===== src/rtl/stw_map.svh =====
// Offsets-free constant map of the supervisor watchdog: timing figures and field codes.
// Assumes a 10 MHz core clock; every cycle count except the capacitor sense counts is derived from a time and that rate.
`ifndef STW_MAP_SVH
`define STW_MAP_SVH

// Core clock rate in MHz and counter width (640 s needs 33 bits at 10 MHz)
`define STW_CLOCK_MHZ 10
`define STW_CNT_W 34

// Power-up settle time, added to the hold time after a power-on event
`define STW_SETTLE_TIME_US 500
`define STW_SETTLE_CYCLES (`STW_SETTLE_TIME_US * `STW_CLOCK_MHZ)

// Fixed hold time used when the hold capacitor pin is open
`define STW_OPEN_HOLD_TIME_MS 2
`define STW_OPEN_HOLD_CYCLES (`STW_OPEN_HOLD_TIME_MS * 1000 * `STW_CLOCK_MHZ)

// Factory hold, base window and boot grace times (plain defaults)
`define STW_HOLD_TIME_MS 200
`define STW_HOLD_CYCLES (`STW_HOLD_TIME_MS * 1000 * `STW_CLOCK_MHZ)
`define STW_WINDOW_BASE_TIME_MS 100
`define STW_WINDOW_BASE_CYCLES (`STW_WINDOW_BASE_TIME_MS * 1000 * `STW_CLOCK_MHZ)
`define STW_GRACE_TIME_MS 200
`define STW_GRACE_CYCLES (`STW_GRACE_TIME_MS * 1000 * `STW_CLOCK_MHZ)

// Upper clamp on the scaled window
`define STW_WINDOW_MAX_S 640

// Window per farad (4.95e6 s/F) and charge time per farad of the sense cycle, both x100
`define STW_CAP_FACTOR_X100 495000000
`define STW_CAP_CHARGE_SPF_X100 4950000
`define STW_CAP_MAX_CHARGE_CYCLES 200000
`define STW_CAP_DISCHARGE_CYCLES 100

// Scale multiplier exponent and the disabling scale code
`define STW_SCALE_SHIFT 1
`define STW_SCALE_CODE_DISABLE 2'h1

`endif


===== src/rtl/stw_types_pkg.sv =====
// State types shared by the supervisor watchdog modules.
// Assumes one-hot encodings are wanted for every state machine.
package stw_types_pkg;

	// Supervisor: below threshold, counting the hold, released
	typedef enum logic [2:0] {
		SUP_LOW = 3'h1,
		SUP_HOLD = 3'h2,
		SUP_OK = 3'h4
	} stw_sup_state_t;

	// Watchdog phases
	typedef enum logic [4:0] {
		WD_OFF = 5'h01,
		WD_IDLE = 5'h02,
		WD_GRACE = 5'h04,
		WD_WINDOW = 5'h08,
		WD_FAULT = 5'h10
	} stw_wd_state_t;

	// Timing capacitor sense cycle
	typedef enum logic [2:0] {
		CAP_IDLE = 3'h1,
		CAP_CHARGE = 3'h2,
		CAP_DISCHARGE = 3'h4
	} stw_cap_state_t;

endpackage


===== src/rtl/stw_cap_sense.sv =====
// One-shot timing capacitor sense: one charge and one discharge per start pulse.
// Assumes an external comparator reports the capacitor above its reference (synchronised).
`timescale 1ns/1ps
`include "stw_map.svh"
module stw_cap_sense #(
	parameter int CNT_W = 24,
	parameter logic [23:0] MAX_CHARGE = 24'(`STW_CAP_MAX_CHARGE_CYCLES),
	parameter logic [23:0] DISCHARGE = 24'(`STW_CAP_DISCHARGE_CYCLES)
) (
	// Clock and reset
	input wire logic clock,
	input wire logic reset_n,
	// Control and comparator
	input wire logic start,
	input wire logic aboveRef,
	// Pin drivers
	output logic capCharge,
	output logic capDischarge,
	// Result, held until the next start
	output logic [CNT_W-1:0] chargeCount_q,
	output logic capOk_q,
	output logic capDone_q
);

	stw_types_pkg::stw_cap_state_t state_q;
	logic [23:0] timer_q;

	// Sense cycle; the result is never refreshed while idle, so a swapped
	// capacitor only counts after the next start
	always_ff @(posedge clock)
	begin
		if (!reset_n)
		begin
			state_q <= stw_types_pkg::CAP_IDLE;
			timer_q <= 24'h0;
			chargeCount_q <= '0;
			capOk_q <= 1'b0;
			capDone_q <= 1'b0;
		end
		else if (start)
		begin
			state_q <= stw_types_pkg::CAP_CHARGE;
			timer_q <= 24'h0;
			capDone_q <= 1'b0;
			capOk_q <= 1'b0;
		end
		else
		begin
			case (state_q)
				stw_types_pkg::CAP_CHARGE:
				begin
					// Too large or shorted: never reaches the reference in time
					if (aboveRef || timer_q == MAX_CHARGE)
					begin
						capOk_q <= aboveRef && timer_q != 24'h0;
						chargeCount_q <= CNT_W'(timer_q);
						timer_q <= 24'h0;
						state_q <= stw_types_pkg::CAP_DISCHARGE;
					end
					else
						timer_q <= timer_q + 24'h1;
				end
				stw_types_pkg::CAP_DISCHARGE:
				begin
					if (timer_q == DISCHARGE)
					begin
						capDone_q <= 1'b1;
						state_q <= stw_types_pkg::CAP_IDLE;
					end
					else
						timer_q <= timer_q + 24'h1;
				end
				default:
					state_q <= stw_types_pkg::CAP_IDLE;
			endcase
		end
	end

	assign capCharge = state_q == stw_types_pkg::CAP_CHARGE;
	assign capDischarge = state_q == stw_types_pkg::CAP_DISCHARGE;

endmodule


===== src/rtl/stw_pin_sync.sv =====
// Two-flop synchroniser bank with falling-edge detect on the synchronised levels.
// Assumes pins are asynchronous to clock; reset clears every stage to low.
`timescale 1ns/1ps
module stw_pin_sync #(
	parameter int WIDTH = 8
) (
	// Clock and reset
	input wire logic clock,
	input wire logic reset_n,
	// Raw pins
	input wire logic [WIDTH-1:0] pinsIn,
	// Synchronised levels and one-cycle falling pulses
	output logic [WIDTH-1:0] level,
	output logic [WIDTH-1:0] fell
);

	logic [WIDTH-1:0] meta_q;
	logic [WIDTH-1:0] sync_q;
	logic [WIDTH-1:0] prev_q;

	// First stage feeds only the second; edge logic looks at the later stages
	always_ff @(posedge clock)
	begin
		if (!reset_n)
		begin
			meta_q <= '0;
			sync_q <= '0;
			prev_q <= '0;
		end
		else
		begin
			meta_q <= pinsIn;
			sync_q <= meta_q;
			prev_q <= sync_q;
		end
	end

	// High sample followed by low sample; reset low so no false edge at start
	assign level = sync_q;
	assign fell = prev_q & ~sync_q;

endmodule


===== src/rtl/stw_supervisor_watchdog.sv =====
// Undervoltage supervisor reset sequencer with a timeout watchdog.
// Assumes comparator levels and host pins arrive asynchronously; variant straps are static.
`timescale 1ns/1ps
`include "stw_map.svh"
module stw_supervisor_watchdog #(
	parameter logic [33:0] HOLD_CYCLES = 34'(`STW_HOLD_CYCLES),
	parameter logic [33:0] SETTLE_CYCLES = 34'(`STW_SETTLE_CYCLES),
	parameter logic [33:0] OPEN_HOLD_CYCLES = 34'(`STW_OPEN_HOLD_CYCLES),
	parameter logic [33:0] WINDOW_BASE_CYCLES = 34'(`STW_WINDOW_BASE_CYCLES),
	parameter logic [33:0] GRACE_CYCLES = 34'(`STW_GRACE_CYCLES),
	parameter int SCALE_SHIFT = `STW_SCALE_SHIFT
) (
	// Clock and power-on reset
	input wire logic clock,
	input wire logic reset_n,
	// Supply comparator levels
	input wire logic supplyBelowFalling,
	input wire logic supplyAboveRising,
	// Host pins
	input wire logic kickInput,
	input wire logic watchdogEnablePin,
	input wire logic scaleSelectBit0,
	input wire logic scaleSelectBit1,
	// Capacitor pins
	input wire logic windowCapAboveRef,
	input wire logic holdCapacitorOpen,
	output logic windowCapCharge,
	output logic windowCapDischarge,
	// Variant straps
	input wire logic dualOutputPinout,
	input wire logic hasEnablePin,
	input wire logic hasScaleBit1,
	input wire logic capWindowMode,
	input wire logic capHoldMode,
	// Outputs
	output logic resetOut_n,
	output logic watchdogFaultOut_n
);

	localparam logic [33:0] WIN_MAX =
		34'(64'(`STW_WINDOW_MAX_S) * 64'd1000000 * 64'(`STW_CLOCK_MHZ));
	localparam logic [33:0] CAP_MULT =
		34'(`STW_CAP_FACTOR_X100 / `STW_CAP_CHARGE_SPF_X100);

	logic [7:0] pinLevel;
	logic [7:0] pinFell;
	logic kickFell;
	logic belowFall;
	logic aboveRise;
	logic holdOpen;
	logic [1:0] scaleCode;
	logic [23:0] capCount;
	logic capOk;
	logic capDone;
	logic methodEn;
	logic wdEnabled;
	logic supOk;
	logic goHold;
	logic [33:0] holdSel;
	logic [33:0] baseWindow;
	logic [33:0] winLenNow;
	logic [33:0] winLenLast_q;
	logic cfgChange;
	stw_types_pkg::stw_sup_state_t supState_q;
	stw_types_pkg::stw_wd_state_t wdState_q;
	logic [33:0] holdCount_q;
	logic [33:0] holdTarget_q;
	logic porFlag_q;
	logic [33:0] wdCount_q;
	logic [33:0] windowTarget_q;

	// Scaled and clamped window length for a scale code
	function automatic logic [33:0] scaledWindow(input logic [33:0] base, input logic [1:0] code,
		input logic twoPins);
		logic [63:0] wide;
		wide = 64'(base);
		if (twoPins && code == 2'h3)
			wide = wide << (SCALE_SHIFT + 1);
		else if ((twoPins && code == 2'h2) || (!twoPins && code[0]))
			wide = wide << SCALE_SHIFT;
		if (wide > 64'(WIN_MAX))
			wide = 64'(WIN_MAX);
		return wide[33:0];
	endfunction

	// Every pin passes two flops before use
	stw_pin_sync #(
		.WIDTH(8)
	) i_stw_pin_sync (
		.clock(clock),
		.reset_n(reset_n),
		.pinsIn({holdCapacitorOpen, windowCapAboveRef, supplyAboveRising, supplyBelowFalling,
			scaleSelectBit1, scaleSelectBit0, watchdogEnablePin, kickInput}),
		.level(pinLevel),
		.fell(pinFell)
	);

	// Synchronised views; the kick edge is only as early as the host
	assign kickFell = pinFell[0];
	assign belowFall = pinLevel[4];
	assign aboveRise = pinLevel[5];
	assign holdOpen = pinLevel[7];
	assign scaleCode = hasScaleBit1 ? pinLevel[3:2] : {1'b0, pinLevel[2]};

	// Capacitor sensed once on each recovery from low supply
	stw_cap_sense #(
		.CNT_W(24)
	) i_stw_cap_sense (
		.clock(clock),
		.reset_n(reset_n),
		.start(goHold),
		.aboveRef(pinLevel[6]),
		.capCharge(windowCapCharge),
		.capDischarge(windowCapDischarge),
		.chargeCount_q(capCount),
		.capOk_q(capOk),
		.capDone_q(capDone)
	);

	// Enable: one method per pinout, capacitor disable overrides both
	always_comb
	begin
		if (hasEnablePin)
			methodEn = pinLevel[1];
		else if (hasScaleBit1)
			methodEn = scaleCode != `STW_SCALE_CODE_DISABLE;
		else
			methodEn = 1'b1;
		wdEnabled = methodEn && (!capWindowMode || (capDone && capOk));
	end

	// Window length from capacitor or factory base, then scaled
	assign baseWindow = capWindowMode ? 34'(capCount) * CAP_MULT : WINDOW_BASE_CYCLES;
	assign winLenNow = scaledWindow(baseWindow, scaleCode, hasScaleBit1);
	// A change that leaves the length alone (01 beside the enable pin) is not a change
	assign cfgChange = winLenNow != winLenLast_q;

	// Hold time: fixed short hold when the hold capacitor is open
	assign holdSel = (capHoldMode && holdOpen) ? OPEN_HOLD_CYCLES : HOLD_CYCLES;
	assign goHold = supState_q == stw_types_pkg::SUP_LOW && aboveRise && !belowFall;
	assign supOk = supState_q == stw_types_pkg::SUP_OK;

	// Window length of the previous cycle, tracked every cycle for change detect
	always_ff @(posedge clock)
	begin
		if (!reset_n)
			winLenLast_q <= 34'h0;
		else
			winLenLast_q <= winLenNow;
	end

	// Supervisor sequencer; power-on adds the settle time to every hold until the first release
	always_ff @(posedge clock)
	begin
		if (!reset_n)
		begin
			supState_q <= stw_types_pkg::SUP_LOW;
			holdCount_q <= 34'h0;
			holdTarget_q <= 34'h0;
			porFlag_q <= 1'b1;
		end
		else
		begin
			case (supState_q)
				stw_types_pkg::SUP_LOW:
				begin
					if (goHold)
					begin
						supState_q <= stw_types_pkg::SUP_HOLD;
						holdCount_q <= 34'h0;
						holdTarget_q <= porFlag_q ? SETTLE_CYCLES + holdSel : holdSel;
					end
				end
				stw_types_pkg::SUP_HOLD:
				begin
					if (belowFall)
						supState_q <= stw_types_pkg::SUP_LOW;
					else if (holdCount_q + 34'h1 >= holdTarget_q)
					begin
						supState_q <= stw_types_pkg::SUP_OK;
						porFlag_q <= 1'b0;
					end
					else
						holdCount_q <= holdCount_q + 34'h1;
				end
				stw_types_pkg::SUP_OK:
				begin
					if (belowFall)
						supState_q <= stw_types_pkg::SUP_LOW;
				end
				default:
					supState_q <= stw_types_pkg::SUP_LOW;
			endcase
		end
	end

	// Watchdog phases; everything is parked while the supervisor holds reset
	always_ff @(posedge clock)
	begin
		if (!reset_n)
		begin
			wdState_q <= stw_types_pkg::WD_OFF;
			wdCount_q <= 34'h0;
			windowTarget_q <= 34'h0;
		end
		else if (!supOk)
		begin
			wdState_q <= stw_types_pkg::WD_OFF;
			wdCount_q <= 34'h0;
		end
		else
		begin
			case (wdState_q)
				stw_types_pkg::WD_OFF:
				begin
					wdCount_q <= 34'h0;
					wdState_q <= wdEnabled ? stw_types_pkg::WD_GRACE
						: stw_types_pkg::WD_IDLE;
				end
				stw_types_pkg::WD_IDLE:
				begin
					if (wdEnabled)
					begin
						wdState_q <= stw_types_pkg::WD_WINDOW;
						wdCount_q <= 34'h0;
						windowTarget_q <= winLenNow;
					end
				end
				stw_types_pkg::WD_GRACE:
				begin
					if (!wdEnabled)
						wdState_q <= stw_types_pkg::WD_IDLE;
					else if (kickFell || cfgChange)
					begin
						wdState_q <= stw_types_pkg::WD_WINDOW;
						wdCount_q <= 34'h0;
						windowTarget_q <= winLenNow;
					end
					else if (wdCount_q + 34'h1 >= GRACE_CYCLES)
					begin
						wdState_q <= stw_types_pkg::WD_FAULT;
						wdCount_q <= 34'h0;
					end
					else
						wdCount_q <= wdCount_q + 34'h1;
				end
				stw_types_pkg::WD_WINDOW:
				begin
					if (!wdEnabled)
						wdState_q <= stw_types_pkg::WD_IDLE;
					else if (kickFell || cfgChange)
					begin
						wdCount_q <= 34'h0;
						windowTarget_q <= winLenNow;
					end
					else if (wdCount_q + 34'h1 >= windowTarget_q)
					begin
						wdState_q <= stw_types_pkg::WD_FAULT;
						wdCount_q <= 34'h0;
					end
					else
						wdCount_q <= wdCount_q + 34'h1;
				end
				stw_types_pkg::WD_FAULT:
				begin
					// Scale changes here are only picked up when the next window starts
					if (!wdEnabled)
						wdState_q <= stw_types_pkg::WD_IDLE;
					else if (wdCount_q + 34'h1 >= holdSel)
					begin
						wdState_q <= stw_types_pkg::WD_GRACE;
						wdCount_q <= 34'h0;
					end
					else
						wdCount_q <= wdCount_q + 34'h1;
				end
				default:
					wdState_q <= stw_types_pkg::WD_OFF;
			endcase
		end
	end

	// Registered pins: one cycle behind the state, glitch-free on the board
	always_ff @(posedge clock)
	begin
		if (!reset_n)
		begin
			resetOut_n <= 1'b0;
			watchdogFaultOut_n <= 1'b1;
		end
		else
		begin
			resetOut_n <= supOk && (dualOutputPinout
				|| wdState_q != stw_types_pkg::WD_FAULT);
			watchdogFaultOut_n <= !dualOutputPinout
				|| wdState_q != stw_types_pkg::WD_FAULT;
		end
	end
endmodule


===== config.mk =====
export PLATFORM = sky130hd
export DESIGN_NAME = stw_supervisor_watchdog
export DESIGN_NICKNAME = d
export VERILOG_FILES = /design/src/rtl/stw_types_pkg.sv /design/src/rtl/stw_cap_sense.sv /design/src/rtl/stw_pin_sync.sv /design/src/rtl/stw_supervisor_watchdog.sv
export VERILOG_INCLUDE_DIRS = /design/src /design/src/rtl
export SDC_FILE = /design/constraint.sdc
export NUM_CORES = 1
export LEC_CHECK = 0
export BUFFER_PORTS_ARGS = -buffer_cell sky130_fd_sc_hd__buf_4
export CAP_MARGIN = 10
export CORE_AREA = 2 2 235 237
export DETAILED_ROUTE_END_ITERATION = 7
export DIE_AREA = 0 0 237 239
export PLACE_DENSITY = 0.54
export SLEW_MARGIN = 10
export SYNTH_ARGS = -nofsm -noshare
export SYNTH_HDL_FRONTEND = slang
export SYNTH_HIERARCHICAL = 1
export SYNTH_SLANG_ARGS = --single-unit
export TNS_END_PERCENT = 10

===== constraint.sdc =====
create_clock -name clock -period 7.9 [get_ports clock]
set_input_delay 0.79 -clock clock [delete_from_list [all_inputs] [get_ports clock]]
set_output_delay 0.79 -clock clock [all_outputs]
set_load 0.01 [all_outputs]

## Word-level counts from Yosys, hierarchy flattened

Cells that the tools add are included.

- Register bits after elaboration: 251
- Output and inout port bits: 4
- Word-level logic and storage cells: 162

- Add/subtract/negate cells: 4
- $lt $le $gt $ge: 5
- $mul: 1
- Eq/ne operators: 37
- Reduce and logical (&&, ||, !) cells: 41
- Bitwise operators: 5
- Muxes and demuxes: 50

Operators with widths:

| operator | count |
|---|---|
| $mux 34 | 16 |
| $pmux 34 s5 | 1 |
| $pmux 34 s2 | 2 |
| $add 34x1->34 const B | 2 |
| $ge 34x34->1 | 2 |
| $gt 64x33->1 const B | 1 |
| $mux 24 | 2 |
| $pmux 24 s2 | 1 |
| $mux 5 | 9 |
| $ge 34x21->1 | 1 |
| $ge 34x21->1 const B | 1 |
| $ne 34x34->1 | 1 |
| $mux 33 | 1 |
| $mux 32 | 1 |
| $mux 31 | 1 |
| $mul 24x5->29 const B | 1 |
| $pmux 5 s5 | 1 |
| $add 24x1->24 const B | 1 |
| $eq 24x18->1 const B | 1 |
| $eq 24x7->1 const B | 1 |
| $reduce_bool 24->1 | 1 |
| $add 13x21->22 const A | 1 |
| $mux 22 | 1 |
| $mux 21 | 1 |
| other kinds (33) | 92 |

## Depth between registers and ports, before layout

Gate-level depths: netlist of run 1.

- Depth after elaboration: 13
- Depth in mapped cells: 24
- Gate-level depth less buffers: 22

## Modules after synthesis

Netlist of run 1, hierarchy kept.

By module, submodules not included:

| module | area each (um2) | seq. area each (um2) | cells an instance | instances |
|---|---|---|---|---|
| stw_supervisor_watchdog | 12767.2 | 3002.9 | 1641 | 1 |
| stw_cap_sense | 2646.3 | 1061.0 | 302 | 1 |
| stw_pin_sync | 714.4 | 480.5 | 58 | 1 |

## Worst setup path before layout of run 1

No wires, ideal clock.

- Path kind: reg2reg
- Start: reg i_stw_cap_sense.chargeCount_q[7]
- End: reg windowTarget_q[24]
- Path buffers: 3
- Data required time: 7.777 ns
- Arrival time: 6.126 ns
- Slack: 1.651 ns
- Stages on the path, launching flop included: 25
- Path through: dfxtp_1 > ha_1 > ha_1 > inv_1 > fa_1 > inv_1 > ha_1 > buf_2 > a21oi_2 > o221ai_1 > a21oi_2 > o21ai_0 > xor2_1 > a222oi_1 > nand3b_1 > or4b_4 > o21a_1 > buf_2 > a22oi_2 > nor3_1 > nor4_4 > or4b_4 > a31oi_4 > buf_6 > mux2_1

- Longest elaborated chain between the ends: 10

RTL lines:

| item | RTL line | text |
|---|---|---|
| start: declaration | stw_cap_sense.sv:20 | `output logic [CNT_W-1:0] chargeCount_q,` |
| start signal: assignment | stw_cap_sense.sv:56 | `chargeCount_q <= CNT_W'(timer_q);` |
| $mul 24x5->29 (*) | stw_supervisor_watchdog.sv:133 | `assign baseWindow = capWindowMode ? 34'(capCount) * CAP_MULT : WINDOW_BASE_CYCLES;` |
| $mux 31 (*) | stw_supervisor_watchdog.sv:133 |  |
| $mux 32 | stw_supervisor_watchdog.sv:79 | `else if ((twoPins && code == 2'h2) \|\| (!twoPins && code[0]))` |
| $mux 33 (*) | stw_supervisor_watchdog.sv:77 | `if (twoPins && code == 2'h3)` |
| $gt 64x33->1 | stw_supervisor_watchdog.sv:81 | `if (wide > 64'(WIN_MAX))` |
| $mux 34 (*) | stw_supervisor_watchdog.sv:81 |  |
| $ne 34x34->1 | stw_supervisor_watchdog.sv:136 | `assign cfgChange = winLenNow != winLenLast_q;` |
| $logic_or 1x1->1 | stw_supervisor_watchdog.sv:233, stw_supervisor_watchdog.sv:251 |  |
| $ne 2x1->1 (no source line) | - |  |
| $reduce_and 5->1 (no source line) | - |  |
| end signal: assignment | stw_supervisor_watchdog.sv:226 | `windowTarget_q <= winLenNow;` |
| end signal: assignment | stw_supervisor_watchdog.sv:237 | `windowTarget_q <= winLenNow;` |
| end signal: assignment | stw_supervisor_watchdog.sv:254 | `windowTarget_q <= winLenNow;` |
| end: declaration | stw_supervisor_watchdog.sv:70 | `logic [33:0] windowTarget_q;` |

Mark *: on every way between the ends. The rest lies on a longest branch, timed or not. The select of a mux whose other input is x is not followed.
A chain may end at the register's enable or synchronous reset.

## Final worst setup path of run 1

- Start: reg i_stw_cap_sense.chargeCount_q[16]
- End: reg windowTarget_q[4]

Same word-level chain as after synthesis.

==> out/qor.txt, run 1 <==
row count = 86
Port Buffer Count = 18
Area growth, synth to finish = 9.56%
CP Capture Type = flop
number of antenna diodes = 0
Remaining Overflow, GRT = 0
Die ar. = 0.0566 sq mm
DP Wirelength = 31400 um
die width = 237 um
vias per cell = 5.12
Tot GR Track Use = 0.145
Hold Crit Class = flop to flop
vias in the first global route = 13300
I/O pins = 19
number of CTS-inserted buffers = 26
Post-Syn Instances = 1980
drt wl/cell = 15.4 um
hold_buf cts = 0
CTS tree = yes
Critical Path RT = 8.32 ns
Initial Util = 0.293
post-CTS setup buffers = 0
Pwr per Cell Area = 141 mW/mm^2
layout cells sized above 1 = 0.0599
Hold Path Depth = 1
Vias = 13700
Core ar. = 0.0543 sq mm
Nets = 2127
first-pass GRT wire length = 68400 um
Yosys warnings = 6
outcome = completed
FF-to-FF path depth = 22
drt drc = 0
flip-flop and latch area = 0.00440 sq mm
maxcap violations = 0
Critical Path AT = 7.67 ns
type of origin of the critical path = flop
Multi-input gate area = 0.0103 sq mm
fillers = 5701
CTS sink cnt = 220
placed cell area = 0.0166 sq mm
Max Fclk = 0.138 GHz
final hold slack = 0.432 ns
Clock Latency Late Sink = 0.57 ns
design area = 0.0174 sq mm
H-tree depth = 1
Clock Path Buffers = 3
Clock Skew = 0.0384 ns
RSZ-0062 raised after global routing = no
most common cell after layout, fill and taps aside = nand2_1
Clock Tree Root = clkbuf_16
cell leakage power = 7.20 nW
Crit Path Max Fanout = 17
setup tns final = 0 ns
Placer Congestion = 0.877
Slew headroom = 0.230
commonest cells after routing, fill and taps aside = 262 x nand2_1, 220 x dfxtp_1, 197 x inv_1
CTS clock-pin slew for the worst setup and hold paths = 0.06 ns
Hold Vio Cnt, Final = 0
final WL = 41300 um
Post-DRT Antenna Nets = 0
min Tclk post-route = 7.25 ns
syn avg cell area = 8.03 sq um
first-pass iteration count of the detailed router = 7
initial antenna violation count = 0
syn nets = 2156
CTS resizes = 0
worst slew pin tran = 1.15 ns
Final Max Tran Viols = 0
cell area after synthesis = 0.0159 sq mm
Die Y = 239 um
Final Setup Violations = 0
Crit Path Class = flop to flop
pre-CTS worst setup slack = 0.747 ns
DRT iter0 DRCs = 885
Final Cycle Share = 0.918
pin count of the biggest net entering global routing = 102
Peak supply drop = 0.000162 V
Final WS setup = 0.647 ns
-- registers in the layout, summed over array words and instances, names as in the netlist, 3 cells and up --
signal,flops
winLenLast_q,31
wdCount_q,34
holdCount_q,34
i_stw_cap_sense/timer_q,24
i_stw_pin_sync/level,8
i_stw_pin_sync/meta_q,8
i_stw_cap_sense/chargeCount_q,24
supState_q,3
holdTarget_q,9
i_stw_cap_sense/state_q,3
wdState_q,5
windowTarget_q,31
-- power breakdown --
| group | switching (mW) | internal [mW] |
|---|---|---|
| registers | 0.00741 | 1.12 |
| logic | 0.0804 | 0.0428 |
| clock network | 0.517 | 0.693 |
| total | 0.605 | 1.85 |
-- area by class of cell --
type / count / area share
Clock buffer: 36 / 0.0424
Clock inverter: 12 / 0.00675
Inverter: 197 / 0.0425
Multi-Input combinational cell: 1477 / 0.592
Sequential cell: 220 / 0.253
Tap cell: 704 / 0.0506
Timing Repair Buffer: 29 / 0.0125
-- routing by layer --
metal,share of wire,up-vias,GRT usage
met4,0.020,0,0.0351
met2,0.46,287,0.244
li1,-,6927,-
met5,0,-,0
met3,0.044,59,0.0166
met1,0.48,6425,0.199
-- critical path: stages, from the launching register on --
cell	delay [ns]
dfxtp_1	0.39
ha_1	0.26
ha_1	0.28
inv_1	0.05
fa_1	0.50
inv_1	0.04
ha_1	0.42
a211oi_1	0.35
o211ai_1	0.14
a221oi_1	0.50
nand2b_1	0.20
o31ai_1	0.10
o32a_1	0.37
o32ai_1	0.29
nand3_1	0.23
a21oi_1	0.72
a21oi_1	0.16
o32a_1	0.38
nor4_4	0.38
or4b_4	0.54
a31oi_4	0.16
buf_4	0.29
mux2_1	0.35
-- path summary, 6_finish.rpt --
path                                        endpoint                                      startpoint  slack, ns
setup / recovery      windowTarget_q[4]$_SDFFE_PN0P_  i_stw_cap_sense/chargeCount_q[16]$_SDFFE_PN0P_       0.65
hold / removal    i_stw_pin_sync/level[4]$_SDFF_PN0_             i_stw_pin_sync/meta_q[4]$_SDFF_PN0_       0.43
setup reg to reg      windowTarget_q[4]$_SDFFE_PN0P_  i_stw_cap_sense/chargeCount_q[16]$_SDFFE_PN0P_       0.65
hold reg to reg   i_stw_pin_sync/level[4]$_SDFF_PN0_             i_stw_pin_sync/meta_q[4]$_SDFF_PN0_       0.43
-- metrics by stage --
step                power (mW)  std cells  utilization
finish                    2.46       2675        0.320
global route              2.55       2675        0.320
CTS                       2.49       2675        0.320
detailed placement        1.27       2627        0.305
global placement          1.27       2627        0.305
floorplan                 1.24       1980            -
Power figures use the tool's default switching activity.
==> run 2: changes to the inputs <==
- CELL_PAD_IN_SITES_DETAIL_PLACEMENT: default -> 2
- CELL_PAD_IN_SITES_GLOBAL_PLACEMENT: default -> 2
- GPL_TIMING_DRIVEN: default -> 0
- PLACE_DENSITY: 0.54 -> 0.74
==> run 2 against run 1 <==
  * Clock skew shrank 0.0092 ns
  * Maximum frequency down 3.3%
  * Wire length up 31%
  * Sequential cell count unchanged
  * Register-to-register slack got worse by 0.25 ns
  * Clock power grew 9%
  * Worst setup slack worse by 0.25 ns
  * Sequential share of layout area down 0.65 points
  * First-iteration DRC count shrank 29%
  * Via count up 6.8%
==> out/qor.txt, run 2 (same netlist as run 1, synthesis figures left out) <==
Pwr per Cell Area = 145 mW/mm^2
vias per cell = 5.32
Peak supply drop = 0.000131 V
Clock Path Buffers = 3
DRT iter0 DRCs = 625
Remaining Overflow, GRT = 0
combinational share of power = 0.054
Placer Congestion = 0.841
Hold Crit Class = input pin to flop
most common cell after layout, fill and taps aside = nand2_1
Port Buffer Count = 18
RSZ-0062 raised after global routing = no
number of CTS-inserted buffers = 27
first-pass iteration count of the detailed router = 5
row count = 86
Slew headroom = 0.183
die width = 237 um
CTS clock-pin slew for the worst setup and hold paths = 0.06 ns
min Tclk post-route = 7.50 ns
drt wl/cell = 19.6 um
Final Setup Violations = 0
Post-DRT Antenna Nets = 0
Vias = 14600
Max Fclk = 0.133 GHz
DP Wirelength = 42700 um
clock share of power = 0.510
Tot GR Track Use = 0.191
switching share of power = 0.244
layout cells sized above 1 = 0.0674
internal power = 1.95 mW
Final Max Tran Viols = 0
Nets = 2204
Area growth, synth to finish = 12.5%
Core ar. = 0.0543 sq mm
Crit Path Max Fanout = 10
biggest regs = holdCount_q x34, wdCount_q x34
Die ar. = 0.0566 sq mm
setup tns final = 0 ns
Critical Path AT = 7.99 ns
Clock Tree Root = clkbuf_16
hold_buf cts = 0
type of origin of the critical path = flop
drt drc = 0
Initial Util = 0.293
NetSw = 0.631 mW
Clock Latency Late Sink = 0.58 ns
Post-Layout Cell Count = 2752
dpl cells = 2702
Pwr Total = 2.58 mW
worst slew pin tran = 1.21 ns
cell leakage power = 7.40 nW
final WL = 53900 um
sequential share of power = 0.436
number of antenna diodes = 0
maxcap violations = 0
vias in the first global route = 16000
initial antenna violation count = 0
Hold Vio Cnt, Final = 0
pin count of the biggest net entering global routing = 15
outcome = completed
Crit Path Class = flop to flop
first-pass GRT wire length = 87700 um
H-tree depth = 1
Die Y = 239 um
Clock Skew = 0.0291 ns
I/O pins = 19
CP Capture Type = flop
Critical Path RT = 8.39 ns
commonest cells after routing, fill and taps aside = 262 x nand2_1, 220 x dfxtp_1, 197 x inv_1
CTS tree = yes
Final Cycle Share = 0.949
CTS sink cnt = 220
## run 2: cell types whose count changed in the layout (fill, tap and decap cells not counted), moves of 4 or more
cell	change
buf_1	+4
buf_4	-6
buf_6	+10
buf_2	+9
clkbuf_1	+56
## run 2: timing repair
action | CTS | global route
buffers inserted | 0 | 1
setup endpoints to repair | 0 | 37
hold endpoints to repair | 0 | 0
gates resized for setup | 0 | 3
## run 2: critical path: stages (launching register included)
cell and delay (ns):
dfxtp_1 0.41, ha_1 0.27, ha_1 0.28, inv_1 0.05, fa_1 0.51, inv_1 0.05, ha_1 0.27, buf_2 0.18
a21oi_2 0.31, o221ai_1 0.20, a21oi_2 0.37, o21ai_0 0.19, xor2_1 0.20, a222oi_1 0.59, nand3b_1 0.15, or4b_4 0.59
o21a_1 0.19, buf_2 0.19, nand3_1 0.15, or4b_2 0.61, nor4_1 0.61, a31oi_2 0.40, clkbuf_1 0.35, o21ai_0 0.29
## run 2: layer usage
metal,vias to the layer above,GRT usage,wire length [um]
met2,144,0.340,26100
met1,7373,0.248,25500
met4,0,0.0391,848
li1,7065,-,-
met3,47,0.0230,1420
met5,-,0,0
## run 2: area by class of cell
type	instances	area, sq um
multi-input combinational	1477	10300
tap	704	881
sequential	220	4400
buffer	86	435
clock inverter	13	170
inverter	197	739
clock buffer	36	769
fill	6218	36500
timing repair buffer	19	143
## run 2: metrics by stage
step	area (sq um)	util	setup WS [ns]	hold WS [ns]
final	17900	0.329	0.402	0.426
after global routing	17900	0.329	0.00493	0.418
after CTS	17900	0.329	0.165	0.392
after detailed placement	16900	0.311	0.249	0.434
after global placement	16900	0.311	0.421	0.420
after floorplan	15900	-	1.65	0.412
## run 2: final timing paths
path | endpoint | depth (start not counted) | slack [ns] | startpoint
worst max-delay path | wdCount_q[3]$_SDFFE_PN0P_ | 23 | 0.40 | i_stw_cap_sense/chargeCount_q[8]$_SDFFE_PN0P_
worst min-delay path | watchdogFaultOut_n$_SDFF_PN1_ | 2 | 0.43 | dualOutputPinout
worst max register to register | wdCount_q[3]$_SDFFE_PN0P_ | 23 | 0.40 | i_stw_cap_sense/chargeCount_q[8]$_SDFFE_PN0P_
worst min register to register | i_stw_pin_sync/level[4]$_SDFF_PN0_ | 1 | 0.44 | i_stw_pin_sync/meta_q[4]$_SDFF_PN0_
## run 2: power groups by stage
stage	clock [mW]	combinational (mW)	sequential, mW
after global placement	0	0.133	1.15
after global routing	1.40	0.155	1.13
after CTS	1.36	0.140	1.13
after detailed placement	0	0.139	1.15
after floorplan	0	0.0889	1.15
final	1.32	0.141	1.13
